--- config.mk ---
export PLATFORM = sky130hd
export DESIGN_NAME = cts_capture_timing
export DESIGN_NICKNAME = d
export VERILOG_FILES = /design/src/cts_pkg.sv /design/src/cts_capture_timing.sv
export VERILOG_INCLUDE_DIRS = /design/src /design/src/src
export SDC_FILE = /design/constraint.sdc
export NUM_CORES = 2
export LEC_CHECK = 0
export BUFFER_PORTS_ARGS = -buffer_cell sky130_fd_sc_hd__buf_2
export CORE_MARGIN = 3
export CORE_UTILIZATION = 48
export CTS_CLUSTER_SIZE = 14
export DETAILED_ROUTE_END_ITERATION = 6
export GPL_TIMING_DRIVEN = 0
export PLACE_DENSITY = 0.75
export SETUP_SLACK_MARGIN = 0.2
export SLEW_MARGIN = 20
export SYNTH_ARGS = -nofsm -noshare
export SYNTH_HDL_FRONTEND = slang
export SYNTH_SLANG_ARGS = --single-unit
--- constraint.sdc ---
create_clock -name clk -period 4.4 [get_ports clk]
set_clock_uncertainty 0.1 [all_clocks]
set_input_delay 0 -clock clk [delete_from_list [all_inputs] [get_ports clk]]
set_output_delay 0 -clock clk [all_outputs]
set_load 0.03 [all_outputs]
--- src/cts_regs.svh ---
`ifndef CTS_REGS_SVH
`define CTS_REGS_SVH

// ****************************************
// Sizes
// ****************************************
`define CTS_TMR_N 5
`define CTS_CNT_N 5
`define CTS_HL_DEPTH 64
`define CTS_BUF_WORDS 21'h0c0000
`define CTS_STAMP_BITS 3'h6
`define CTS_CUR_ON 17'h10000
`define CTS_CUR_OFF 17'h00040
`define CTS_TMR_MAX 16'hffff

// ****************************************
// Stamp delays in bit times
// ****************************************
`define CTS_DLY_X21 9'h010
`define CTS_DLY_COP_TX 9'h1fe
`define CTS_DLY_COP_RX 9'h002
`define CTS_DLY_OPEN 9'h01a
`define CTS_DLY_ADDR 9'h012
`define CTS_DLY_DATA 9'h022
`define CTS_DLY_FCS1 9'h018
`define CTS_DLY_FCS2 9'h010
`define CTS_DLY_CLOSE 9'h008

// ****************************************
// Timing
// ****************************************
`define CTS_CLK_NS 40
`define CTS_RES_A_NS 1000000
`define CTS_RES_B_NS 500000
`define CTS_RES_C_NS 200000
`define CTS_RES_D_NS 100000
`define CTS_RES_CYC(ns) (((ns) + `CTS_CLK_NS - 1) / `CTS_CLK_NS)
`define CTS_PER_MS_A 4'h1
`define CTS_PER_MS_B 4'h2
`define CTS_PER_MS_C 4'h5
`define CTS_PER_MS_D 4'ha

`endif

--- src/cts_pkg.sv ---
package cts_pkg;

    typedef enum logic [3:0] {
        CTS_K_COP_TX, CTS_K_COP_RX, CTS_K_SYNC_LAST, CTS_K_SYNC_FIRST2,
        CTS_K_OPEN, CTS_K_ADDR, CTS_K_DATA, CTS_K_FCS1, CTS_K_FCS2,
        CTS_K_CLOSE, CTS_K_X21
    } cts_kind_t;

    typedef enum logic [1:0] {CTS_T_START, CTS_T_STOP, CTS_T_RESET} cts_top_t;
    typedef enum logic {CTS_C_INC, CTS_C_RESET} cts_cop_t;
    typedef enum logic [1:0] {CTS_IDLE, CTS_RUN, CTS_HALT} cts_run_t;

    typedef struct packed {
        logic valid;
        cts_kind_t kind;
        logic [3:0] char_bits;
        logic [2:0] stuffed;
    } cts_chr_t;

    typedef struct packed {
        logic valid;
        logic signed [8:0] delay_bits;
        logic [15:0] time_mark;
    } cts_mark_t;

    typedef struct packed {
        logic valid;
        logic [15:0] time_val;
    } cts_stamp_t;

    typedef struct packed {
        logic valid;
        cts_top_t op;
        logic [2:0] idx;
    } cts_tcmd_t;

    typedef struct packed {
        logic valid;
        cts_cop_t op;
        logic [2:0] idx;
        logic [15:0] amount;
    } cts_ccmd_t;

endpackage

--- src/cts_capture_timing.sv ---
`timescale 1ns/1ps
`include "cts_regs.svh"

// Contract
// [RQ1] Keep marks of the last 64 highlights; only a string's final character marks.
// [RQ2] Five interval timers, each reaching 65,535 milliseconds.
// [RQ3] Stamps go with data into a 768K FIFO; timers count stamp time.
// [RQ4] Timers clear at program start and on a reset command.
// [RQ5] Stop-timer or stop-all halts a timer and keeps its value.
// [RQ6] Open flag and address share a mark; last data, check, close share one.
// [RQ7] Timing off shrinks cursor range from 65,536 to 64 units, absolute.
// [RQ8] Data captured with timing off gives no timer measurement.
// [RQ9] With timing on, one stamp enters the stream every six bit periods.
// [RQ10] X.21 T and R changes are stamped 16 bit times late.
// [RQ11] A sent character starts two bit periods after its recorded time.
// [RQ12] A received character is stamped one character plus two bits after start.
// [RQ13] Last sync character adds one character; first of two adds another.
// [RQ14] Opening flag is stamped 26 bits late plus one per stuffed zero.
// [RQ15] Address byte is stamped 18 bits late plus stuffed zeros.
// [RQ16] Other frame bytes are stamped 34 bits late plus stuffed zeros.
// [RQ17] Check bytes are stamped 24 and 16 bits late plus stuffed zeros.
// [RQ18] Closing flag is stamped a fixed eight bit periods late.
// [RQ19] Resolution is 1.0, 0.5, 0.2 or 0.1 ms by selected rate band.
// [RQ20] Five event counters, any increment up to 65,535.
// [RQ21] Counters wrap past 65,535; overflow may step the next counter.
// [RQ22] Counters clear at start and on reset command, then hold zero.
// [RQ23] Counters are 16-bit registers with modulo-65536 addition.
module cts_capture_timing #(
    parameter int RES_CYC_A = `CTS_RES_CYC(`CTS_RES_A_NS),
    parameter int RES_CYC_B = `CTS_RES_CYC(`CTS_RES_B_NS),
    parameter int RES_CYC_C = `CTS_RES_CYC(`CTS_RES_C_NS),
    parameter int RES_CYC_D = `CTS_RES_CYC(`CTS_RES_D_NS)
) (
    input logic clk,
    input logic rst_b,
    input logic run_start,
    input logic stop_all,
    input logic timing_en,
    input logic [1:0] rate_sel,
    input logic [15:0] bit_div,
    input logic data_valid,
    input cts_pkg::cts_chr_t chr_in,
    input logic hl_req,
    input logic hl_last,
    input logic [5:0] hl_rd_idx,
    input cts_pkg::cts_tcmd_t tmr_cmd,
    input cts_pkg::cts_ccmd_t cnt_cmd,
    input logic [4:0] casc_en,
    output cts_pkg::cts_stamp_t stamp_out,
    output cts_pkg::cts_mark_t mark_out,
    output logic [19:0] cap_addr,
    output logic [6:0] hl_count,
    output logic [19:0] hl_rd_data,
    output logic [4:0][15:0] tmr_val,
    output logic tmr_meas_ok,
    output logic [4:0][15:0] cnt_val,
    output logic [16:0] cursor_range,
    output logic running
);
    import cts_pkg::*;

    // ****************************************
    // Elaboration checks
    // ****************************************
    generate
        if (RES_CYC_A < 2 || RES_CYC_B < 2 || RES_CYC_C < 2 || RES_CYC_D < 2 ||
            RES_CYC_A > 65535 || RES_CYC_B > 65535 || RES_CYC_C > 65535 || RES_CYC_D > 65535) begin : g_chk
            $error("cts_capture_timing: resolution divider out of range");
        end
    endgenerate

    // Stamp delay of one character in bit times
    function automatic logic signed [8:0] cts_delay(input cts_kind_t k, input logic [3:0] cb,
                                                    input logic [2:0] stf);
        logic [8:0] c;
        logic [8:0] s;
        c = {5'h00, cb};
        s = {6'h00, stf};
        case (k)
            CTS_K_COP_TX: cts_delay = `CTS_DLY_COP_TX; // RQ11
            CTS_K_COP_RX: cts_delay = c + `CTS_DLY_COP_RX; // RQ12
            CTS_K_SYNC_LAST: cts_delay = c + c + `CTS_DLY_COP_RX; // RQ13
            CTS_K_SYNC_FIRST2: cts_delay = c + c + c + `CTS_DLY_COP_RX; // RQ13
            CTS_K_OPEN: cts_delay = `CTS_DLY_OPEN + s; // RQ14
            CTS_K_ADDR: cts_delay = `CTS_DLY_ADDR + s; // RQ15
            CTS_K_DATA: cts_delay = `CTS_DLY_DATA + s; // RQ16
            CTS_K_FCS1: cts_delay = `CTS_DLY_FCS1 + s; // RQ17
            CTS_K_FCS2: cts_delay = `CTS_DLY_FCS2 + s; // RQ17
            CTS_K_CLOSE: cts_delay = `CTS_DLY_CLOSE; // RQ18
            default: cts_delay = `CTS_DLY_X21; // RQ10
        endcase
    endfunction

    // ****************************************
    // State
    // ****************************************
    cts_run_t st_q, st_d;
    logic tcap_q, tcap_d;
    logic [15:0] bit_cnt_q, bit_cnt_d;
    logic [2:0] six_q, six_d;
    logic [15:0] res_cnt_q, res_cnt_d;
    logic [3:0] msr_q, msr_d;
    logic [15:0] time_q, time_d;
    logic [15:0] share_q, share_d;
    cts_stamp_t stamp_q, stamp_d;
    cts_mark_t mark_q, mark_d;
    logic [19:0] addr_q, addr_d;
    logic [5:0] hl_wp_q, hl_wp_d;
    logic [6:0] hl_cnt_q, hl_cnt_d;
    logic [19:0] hl_rd_q, hl_rd_d;
    logic [19:0] hl_mem [`CTS_HL_DEPTH];
    logic [4:0] trun_q, trun_d;
    logic [4:0][15:0] tmr_q, tmr_d;
    logic [4:0][15:0] cnt_q, cnt_d;
    logic [4:0] ovf_q, ovf_d;
    logic [16:0] cur_q, cur_d;
    logic in_run;
    logic bit_tick;
    logic res_tick;
    logic ms_tick;
    logic stamp_now;
    logic hl_wr;
    logic [15:0] res_lim;
    logic [3:0] per_ms;

    assign in_run = (st_q == CTS_RUN);

    // Resolution band by rate selection
    always_comb begin
        case (rate_sel)
            2'h0: begin
                res_lim = 16'(RES_CYC_A); // RQ19
                per_ms = `CTS_PER_MS_A;
            end
            2'h1: begin
                res_lim = 16'(RES_CYC_B);
                per_ms = `CTS_PER_MS_B;
            end
            2'h2: begin
                res_lim = 16'(RES_CYC_C);
                per_ms = `CTS_PER_MS_C;
            end
            default: begin
                res_lim = 16'(RES_CYC_D);
                per_ms = `CTS_PER_MS_D;
            end
        endcase
    end

    // ****************************************
    // Run control
    // ****************************************
    always_comb begin
        st_d = st_q;
        tcap_d = tcap_q;
        if (run_start) begin
            st_d = CTS_RUN;
            tcap_d = timing_en; // RQ8
        end else begin
            case (st_q)
                CTS_RUN: if (stop_all) st_d = CTS_HALT; // RQ5
                default: st_d = st_q;
            endcase
        end
    end

    // ****************************************
    // Dividers and stamp insertion
    // ****************************************
    assign bit_tick = in_run && (bit_cnt_q >= bit_div);
    assign res_tick = in_run && (res_cnt_q >= res_lim - 16'h0001); // At or past the limit, so a band change cannot strand it
    assign ms_tick = res_tick && (msr_q >= per_ms - 4'h1);
    assign stamp_now = bit_tick && (six_q == `CTS_STAMP_BITS - 3'h1) && timing_en; // RQ9

    always_comb begin
        bit_cnt_d = bit_tick || !in_run ? 16'h0000 : bit_cnt_q + 16'h0001;
        six_d = six_q;
        if (!in_run) begin
            six_d = 3'h0;
        end else if (bit_tick) begin
            six_d = (six_q == `CTS_STAMP_BITS - 3'h1) ? 3'h0 : six_q + 3'h1;
        end
        res_cnt_d = res_tick || !in_run ? 16'h0000 : res_cnt_q + 16'h0001;
        msr_d = msr_q;
        if (!in_run) begin
            msr_d = 4'h0;
        end else if (res_tick) begin
            msr_d = ms_tick ? 4'h0 : msr_q + 4'h1;
        end
        time_d = run_start ? 16'h0000 : (res_tick ? time_q + 16'h0001 : time_q);
        stamp_d.valid = stamp_now; // RQ9
        stamp_d.time_val = time_q;
        cur_d = timing_en ? `CTS_CUR_ON : `CTS_CUR_OFF; // RQ7
    end

    // ****************************************
    // Capture buffer position and marks
    // ****************************************
    always_comb begin
        logic [20:0] nxt;
        nxt = {1'b0, addr_q} + {20'h00000, stamp_now} + {20'h00000, data_valid && in_run};
        addr_d = (nxt >= `CTS_BUF_WORDS) ? 20'(nxt - `CTS_BUF_WORDS) : nxt[19:0]; // RQ3
        if (run_start) begin
            addr_d = 20'h00000;
        end
        mark_d.valid = chr_in.valid && in_run;
        mark_d.delay_bits = cts_delay(chr_in.kind, chr_in.char_bits, chr_in.stuffed);
        mark_d.time_mark = time_q;
        share_d = share_q;
        if (chr_in.valid && in_run) begin
            case (chr_in.kind)
                CTS_K_OPEN, CTS_K_DATA: share_d = time_q; // RQ6
                CTS_K_ADDR, CTS_K_FCS1, CTS_K_FCS2, CTS_K_CLOSE: mark_d.time_mark = share_q; // RQ6
                default: share_d = share_q;
            endcase
        end
    end

    // ****************************************
    // Highlight record
    // ****************************************
    assign hl_wr = hl_req && hl_last && in_run; // RQ1

    always_comb begin
        hl_wp_d = hl_wr ? hl_wp_q + 6'h01 : hl_wp_q;
        hl_cnt_d = (hl_wr && hl_cnt_q != 7'h40) ? hl_cnt_q + 7'h01 : hl_cnt_q; // RQ1
        if (run_start) begin
            hl_wp_d = 6'h00;
            hl_cnt_d = 7'h00;
        end
        hl_rd_d = hl_mem[hl_rd_idx];
    end

    // Ring of the most recent positions
    always_ff @(posedge clk) begin
        if (hl_wr) begin
            hl_mem[hl_wp_q] <= addr_q;
        end
    end

    // ****************************************
    // Interval timers
    // ****************************************
    always_comb begin
        trun_d = trun_q;
        tmr_d = tmr_q;
        for (int i = 0; i < `CTS_TMR_N; i++) begin
            if (in_run && tcap_q && trun_q[i] && ms_tick && tmr_q[i] != `CTS_TMR_MAX) begin
                tmr_d[i] = tmr_q[i] + 16'h0001; // RQ2 RQ3
            end
            if (tmr_cmd.valid && in_run && tmr_cmd.idx == 3'(i)) begin
                case (tmr_cmd.op)
                    CTS_T_START: trun_d[i] = 1'b1;
                    CTS_T_STOP: trun_d[i] = 1'b0; // RQ5
                    default: tmr_d[i] = 16'h0000; // RQ4
                endcase
            end
        end
        if (in_run && stop_all) begin
            trun_d = 5'h00; // RQ5
        end
        if (run_start) begin
            trun_d = 5'h00;
            tmr_d = '0; // RQ4
        end
    end

    // ****************************************
    // Event counters
    // ****************************************
    always_comb begin
        logic [16:0] sum;
        logic [15:0] amt;
        sum = 17'h00000;
        amt = 16'h0000;
        cnt_d = cnt_q;
        ovf_d = 5'h00;
        for (int i = 0; i < `CTS_CNT_N; i++) begin
            amt = 16'h0000;
            if (cnt_cmd.valid && in_run && cnt_cmd.op == CTS_C_INC && cnt_cmd.idx == 3'(i)) begin
                amt = cnt_cmd.amount; // RQ20
            end else if (i > 0 && in_run && casc_en[i] && ovf_q[(i + 4) % 5]) begin
                amt = 16'h0001; // RQ21
            end
            sum = {1'b0, cnt_q[i]} + {1'b0, amt}; // RQ23
            cnt_d[i] = sum[15:0]; // RQ21
            ovf_d[i] = sum[16];
            if (cnt_cmd.valid && in_run && cnt_cmd.op == CTS_C_RESET && cnt_cmd.idx == 3'(i)) begin
                cnt_d[i] = 16'h0000; // RQ22
                ovf_d[i] = 1'b0;
            end
        end
        if (run_start) begin
            cnt_d = '0; // RQ22
            ovf_d = 5'h00;
        end
    end

    // ****************************************
    // Registers
    // ****************************************
    always_ff @(posedge clk) begin
        if (!rst_b) begin
            st_q <= CTS_IDLE;
            tcap_q <= 1'b0;
            bit_cnt_q <= 16'h0000;
            six_q <= 3'h0;
            res_cnt_q <= 16'h0000;
            msr_q <= 4'h0;
            time_q <= 16'h0000;
            share_q <= 16'h0000;
            stamp_q <= '0;
            mark_q <= '0;
            addr_q <= 20'h00000;
            hl_wp_q <= 6'h00;
            hl_cnt_q <= 7'h00;
            hl_rd_q <= 20'h00000;
            trun_q <= 5'h00;
            tmr_q <= '0;
            cnt_q <= '0;
            ovf_q <= 5'h00;
            cur_q <= `CTS_CUR_ON;
        end else begin
            st_q <= st_d;
            tcap_q <= tcap_d;
            bit_cnt_q <= bit_cnt_d;
            six_q <= six_d;
            res_cnt_q <= res_cnt_d;
            msr_q <= msr_d;
            time_q <= time_d;
            share_q <= share_d;
            stamp_q <= stamp_d;
            mark_q <= mark_d;
            addr_q <= addr_d;
            hl_wp_q <= hl_wp_d;
            hl_cnt_q <= hl_cnt_d;
            hl_rd_q <= hl_rd_d;
            trun_q <= trun_d;
            tmr_q <= tmr_d;
            cnt_q <= cnt_d;
            ovf_q <= ovf_d;
            cur_q <= cur_d;
        end
    end

    // Outputs
    assign stamp_out = stamp_q;
    assign mark_out = mark_q;
    assign cap_addr = addr_q;
    assign hl_count = hl_cnt_q;
    assign hl_rd_data = hl_rd_q;
    assign tmr_val = tmr_q;
    assign tmr_meas_ok = tcap_q;
    assign cnt_val = cnt_q;
    assign cursor_range = cur_q;
    assign running = in_run;
endmodule

# == After elaboration in Yosys (flattened, before gate mapping) ==
# Memories as Yosys holds them, arrays and structs flattened. A register that Yosys moved wholly into a read port is not among the register bits.
# Index checks and enable logic that the tools add are counted.
# word_totals
register_bits,336
mem_bits_rw,1280
output_inout_bits,269
mem_count,1
# memory_table
name,depth,width,read_ports,rd_ports_with_merged_regs,write_ports,line_no,rtl
hl_mem,64,20,1,1,1,cts_capture_timing.sv:111,logic [19:0] hl_mem [`CTS_HL_DEPTH];
# op_classes
n_addsub,32
order_cmp,4
n_eq_ne,28
muxes,39
bitwise,2
reduce_logical,87
# ops
operator,n
16-bit 2-to-1 mux,22
16-bit by 1-bit adder with 16-bit output (second input constant),8
9-bit case mux with 10 select lines,1
16-bit inequality test (second input constant),5
16-bit by 16-bit adder with 17-bit output,4
1-bit logical AND,54
15-bit case mux with 3 select lines,1
16-bit >= comparator,2
5-bit by 3-bit adder with 6-bit output (first input constant),4
20-bit by 1-bit adder with 21-bit output,1
21-bit by 1-bit adder with 21-bit output,1
21-bit by 20-bit >= comparator with 1-bit output (second input constant),1
20-bit 2-to-1 mux,1
20-bit subtractor (second input constant),1
2-bit AND reduction,9
3-bit OR reduction,6
17-bit 2-to-1 mux,1
16-bit adder,1
4-bit by 3-bit equality test with 1-bit output (second input constant),4
16-bit by 1-bit subtractor with 16-bit output (second input constant),1
3-bit by 2-bit equality test with 1-bit output (second input constant),4
4-bit case mux with 3 select lines,1
2-bit OR reduction,5
9-bit by 2-bit adder with 9-bit output (second input constant),1
31 further kinds,53

# == Depth between registers and ports, before layout ==
# logic_depth
word_depth,11
depth_mapped,24
ltp_nobuf,24

# == Worst setup path before layout ==
# No wires, ideal clock.
# synth_timing
path_kind,reg2reg
from,register bit_cnt_q[0]
to,register addr_q[18] (netlist: cap_addr[18])
setup_ns,0.062
arrival_ns,4.796
setup_slack_ns,-0.558
path_stages_with_launch,25
path_buffers,0
synth_period_minus_slack_ns,4.958
cell_sequence,dfxtp_1 inv_1 ha_1 nand2b_1 a21o_1 a21oi_1 o21ai_1 a221oi_1 o311ai_1 nand3_1 fa_1 inv_1 ha_1 nand4_1 nor4_1 nand3_1 xnor2_1 inv_1 ha_1 nand2_1 nor2_1 nand4b_1 nor4_1 a2111o_1 nand3_1
# synth_between
elab_chain_cells,8
# synth_lines
item,line_no,rtl
start: declaration,cts_capture_timing.sv:99,"logic [15:0] bit_cnt_q, bit_cnt_d;"
start signal: assignment,cts_capture_timing.sv:326,bit_cnt_q <= bit_cnt_d;
16-bit >= comparator *,cts_capture_timing.sv:170,assign bit_tick = in_run && (bit_cnt_q >= bit_div);
1-bit logical AND *,cts_capture_timing.sv:170,
1-bit logical AND * (2 in series),cts_capture_timing.sv:173,assign stamp_now = bit_tick && (six_q == `CTS_STAMP_BITS - 3'h1) && timing_en;
20-bit by 1-bit adder with 21-bit output *,cts_capture_timing.sv:201,"nxt = {1'b0, addr_q} + {20'h00000, stamp_now} + {20'h00000, data_valid && in_run};"
21-bit by 1-bit adder with 21-bit output *,cts_capture_timing.sv:201,
20-bit subtractor (no line) / 21-bit by 20-bit >= comparator with 1-bit output (equally long branches),-,
20-bit 2-to-1 mux *,cts_capture_timing.sv:202,addr_d = (nxt >= `CTS_BUF_WORDS) ? 20'(nxt - `CTS_BUF_WORDS) : nxt[19:0];
end signal: assignment,cts_capture_timing.sv:334,addr_q <= addr_d;
end: declaration,cts_capture_timing.sv:107,"logic [19:0] addr_q, addr_d;"
# Mark *: on every way between the ends. The rest lies on a longest branch, timed or not.
# A chain may end at the register's enable or synchronous reset.

# == Final worst setup path ==
# layout_timing
from,register bit_cnt_q[13]
to,register addr_q[18] (netlist: cap_addr[18])
# The elaborated chain is that of the path after synthesis.

==> reports/results.tsv <==
metric	value	unit
vias in the first global route	40300	
Via density	6.00	
DRC viols	0	
final slew viol count	0	
Syn Inst Count	4116	
Setup-failing EPs final	0	
PortBufs	320	
Leak	29.5	nW
CTS Buffer Depth	3	
pin count of the biggest net entering global routing	71	
Clock Pin Slew Worst Setup and Hold Paths	0.06	ns
leading area contributor after synthesis	edfxtp_1	
minimum clock period	4.35	ns
Initial DRC Count	4443	
core region area	139000	µm²
Yosys warning count	0	
dpl hpwl	114000	µm
GR Util All Layers	24.5	%
register area share after synthesis	67.1	%
first-pass iteration count of the detailed router	6	
crit path max fanout	3	
EDFF count, synth	1280	
Peak supply drop	0.364	mV
post-route ant nets	0	
placer's final routability congestion estimate	0.925	
first-pass GRT wire length	265000	µm
RSZ-0062 raised after global routing	yes	
Yosys cell types	78	
Clk Latency, worst-skew pair	0.84	ns
FMAX	230	MHz
Vias	40800	
type of the worst setup path	reg -> reg	
Worst EP required	4.99	ns
layout cells sized above 1	25.8	%
HP Class	in -> reg	
top cell type's share of synthesized area	57.0	%
fillers	10200	
fin util	57.3	%
clock sinks	1619	
initial core utilization	48.7	%
status	completed	
slew margin rel.	22.0	%
synthesized cell area	67400	µm²
NumNets Final	5013	
Max-Cap Viols	0	
ys async rst share	0	%
Power Dens Cells	391	nW/µm²
Routed wire per std cell	26.4	µm
Worst Setup Start Kind	register	
Die Y	381	µm
period utilization	99.0	%
Site Rows	136	
critical path endpoint category	register	
initial antenna violation count	14	
CTS Root Cell	clkbuf_16	
actual slew at the worst max-slew pin	1.17	ns
Ports	345	
synthesis-stage register bit count	1619	
top cells by count, synth	1,280 x edfxtp_1, 420 x mux4_2, 339 x dfxtp_1	
Avg Inst Size Synth	16.4	µm²
Hold Fails Final Rpt	0	
CTS tree	yes	
H-Tree Level Count	4	
largest cells by area after synthesis	edfxtp_1 57%, mux4_2 14%, dfxtp_1 10%	
Die Footprint	145000	µm²
top-count cell post-synth	edfxtp_1	
CP arrival	4.94	ns
Die W	381	µm
Most used DFF post-synth	edfxtp_1	
cts bufs inserted	162	
setup TNS	0	ns
final wirelength	179000	µm
total grt overflow	0	
Layout area overhead	17.9	%
-- layout make-up --
| type | instances | area, µm² | area share [%] |
|---|---|---|---|
| sequential | 1619 | 45300 | 57.0 |
| timing repair buffer | 494 | 3580 | 4.50 |
| clock buffer | 204 | 4270 | 5.38 |
| tap | 1863 | 2330 | 2.93 |
| clock inverter | 94 | 1050 | 1.33 |
| buffer | 202 | 931 | 1.17 |
| inverter | 90 | 338 | 0.425 |
| antenna | 5 | 12.5 | 0.0158 |
| multi-input combinational | 2220 | 21600 | 27.2 |
-- worst max-delay path, stage by stage, from the launching register on --
cell	delay, ns
dfxtp_2	0.34
ha_4	0.28
nand4_1	0.10
or3_4	0.43
o311ai_4	0.30
nand3_2	0.16
fa_2	0.42
inv_2	0.08
ha_4	0.13
nand4_1	0.21
nor4_4	0.24
nand3_2	0.14
xnor2_2	0.17
inv_1	0.06
ha_2	0.16
nand2_2	0.06
nor2_4	0.09
buf_4	0.11
nand4b_1	0.10
nor4_2	0.29
a2111o_1	0.18
nand3_1	0.05
-- repair_timing --
item | CTS | global route
pin swaps | 17 | 20
hold endpoints to repair | 246 | 0
setup buffers | 14 | 8
cloned | 0 | 0
setup endpoints to repair | 47 | 30
resized for setup | 39 | 24
hold buffers | 103 | 0
-- layer usage --
metal	global-route usage (%)	share of wire, %	vias up
met5	0	0.0061	-
met4	11.0	4.8	2
met1	32.9	38	20600
li1	-	-	17500
met2	38.8	47	2300
met3	4.88	9.5	398
-- worst paths after layout --
kind,to,startpoint,slack (ns),depth (start not counted)
worst max-delay path,cap_addr[18],bit_cnt_q[13],0.05,21
worst min-delay path,hl_rd_data[6],hl_rd_idx[4],0.02,3
worst max register to register,cap_addr[18],bit_cnt_q[13],0.05,21
worst min register to register,six_q[2],six_q[2],0.39,2
-- cell families (layout without fill, tap and decap cells) --
kind of cell             count (synthesis)  in the layout  synth area share [%]
XOR/XNOR                               112            112                  1.46
adder cells (fa/ha/maj)                149            149                  2.84
AO/OA/AOI/OAI                          428            428                  3.99
multiplexers                           472            472                  14.8
AND/OR/NAND/NOR                       1043           1043                  7.97
buffers and inverters                  292           1084                  1.83
other                                    1             21               0.00556
flip-flops                            1619           1619                  67.1
-- placed cells by master, fill, tap and decap left out, types with 19 or more instances in the layout --
cell type	synthesis	layout
edfxtp_1	1280	1280
mux4_2	420	420
buf_2	41	362
dfxtp_1	339	314
nor2_1	273	205
nand2_1	176	175
clkbuf_16	0	162
clkbuf_1	120	149
ha_1	141	134
a21oi_1	124	122
and2_1	120	120
dlygate4sd3_1	0	103
nand3_1	91	89
inv_1	89	87
o21ai_0	76	75
nor3_1	63	59
xor2_1	56	56
xnor2_1	56	55
nor2b_1	56	53
mux2i_1	51	51
or3_1	48	46
or4_1	45	45
buf_4	17	39
nand4_1	36	36
nor2_4	0	35
nor2_2	0	33
a21o_1	32	32
clkinv_2	0	31
o21ai_1	29	29
and3_1	29	29
o211ai_1	29	29
clkinv_1	0	28
nand2b_1	25	24
dfxtp_4	0	22
o21a_1	21	21
o31ai_1	23	21
buf_6	3	19
buf_8	0	19
-- flip-flops by register name, summed over array words and instances (netlist names) --
name	flops
time_q	16
hl_rd_data	20
cap_addr	20
st_q	2
hl_mem	1280
ovf_q	4
cnt_val	80
hl_wp_q	6
mark_out	24
trun_q	5
six_q	3
res_cnt_q	16
hl_count	7
share_q	16
msr_q	4
stamp_out	17
tmr_val	80
bit_cnt_q	16
tmr_meas_ok	1
cursor_range	2
-- power by group --
part	internal, mW	switching (mW)
combinational	0.410	0.623
clock	7.65	6.10
sequential	16.3	0.0119
total	24.3	6.73
-- through the flow --
step	hold slack (ns)	setup WS, ns	instances	power, mW	area (µm²)
floorplan	-0.00438	0.0684	4131	17.2	67600
global placement	0.156	-1.25	6314	17.6	71500
detailed placement	0.160	-0.916	6363	17.6	72700
CTS	0.00309	-0.0925	6778	31.3	79300
global route	0.0781	-0.187	6787	31.9	79400
finish	0.0250	0.0456	6791	31.1	79400
No activity file was read; power rests on OpenSTA's default activity.
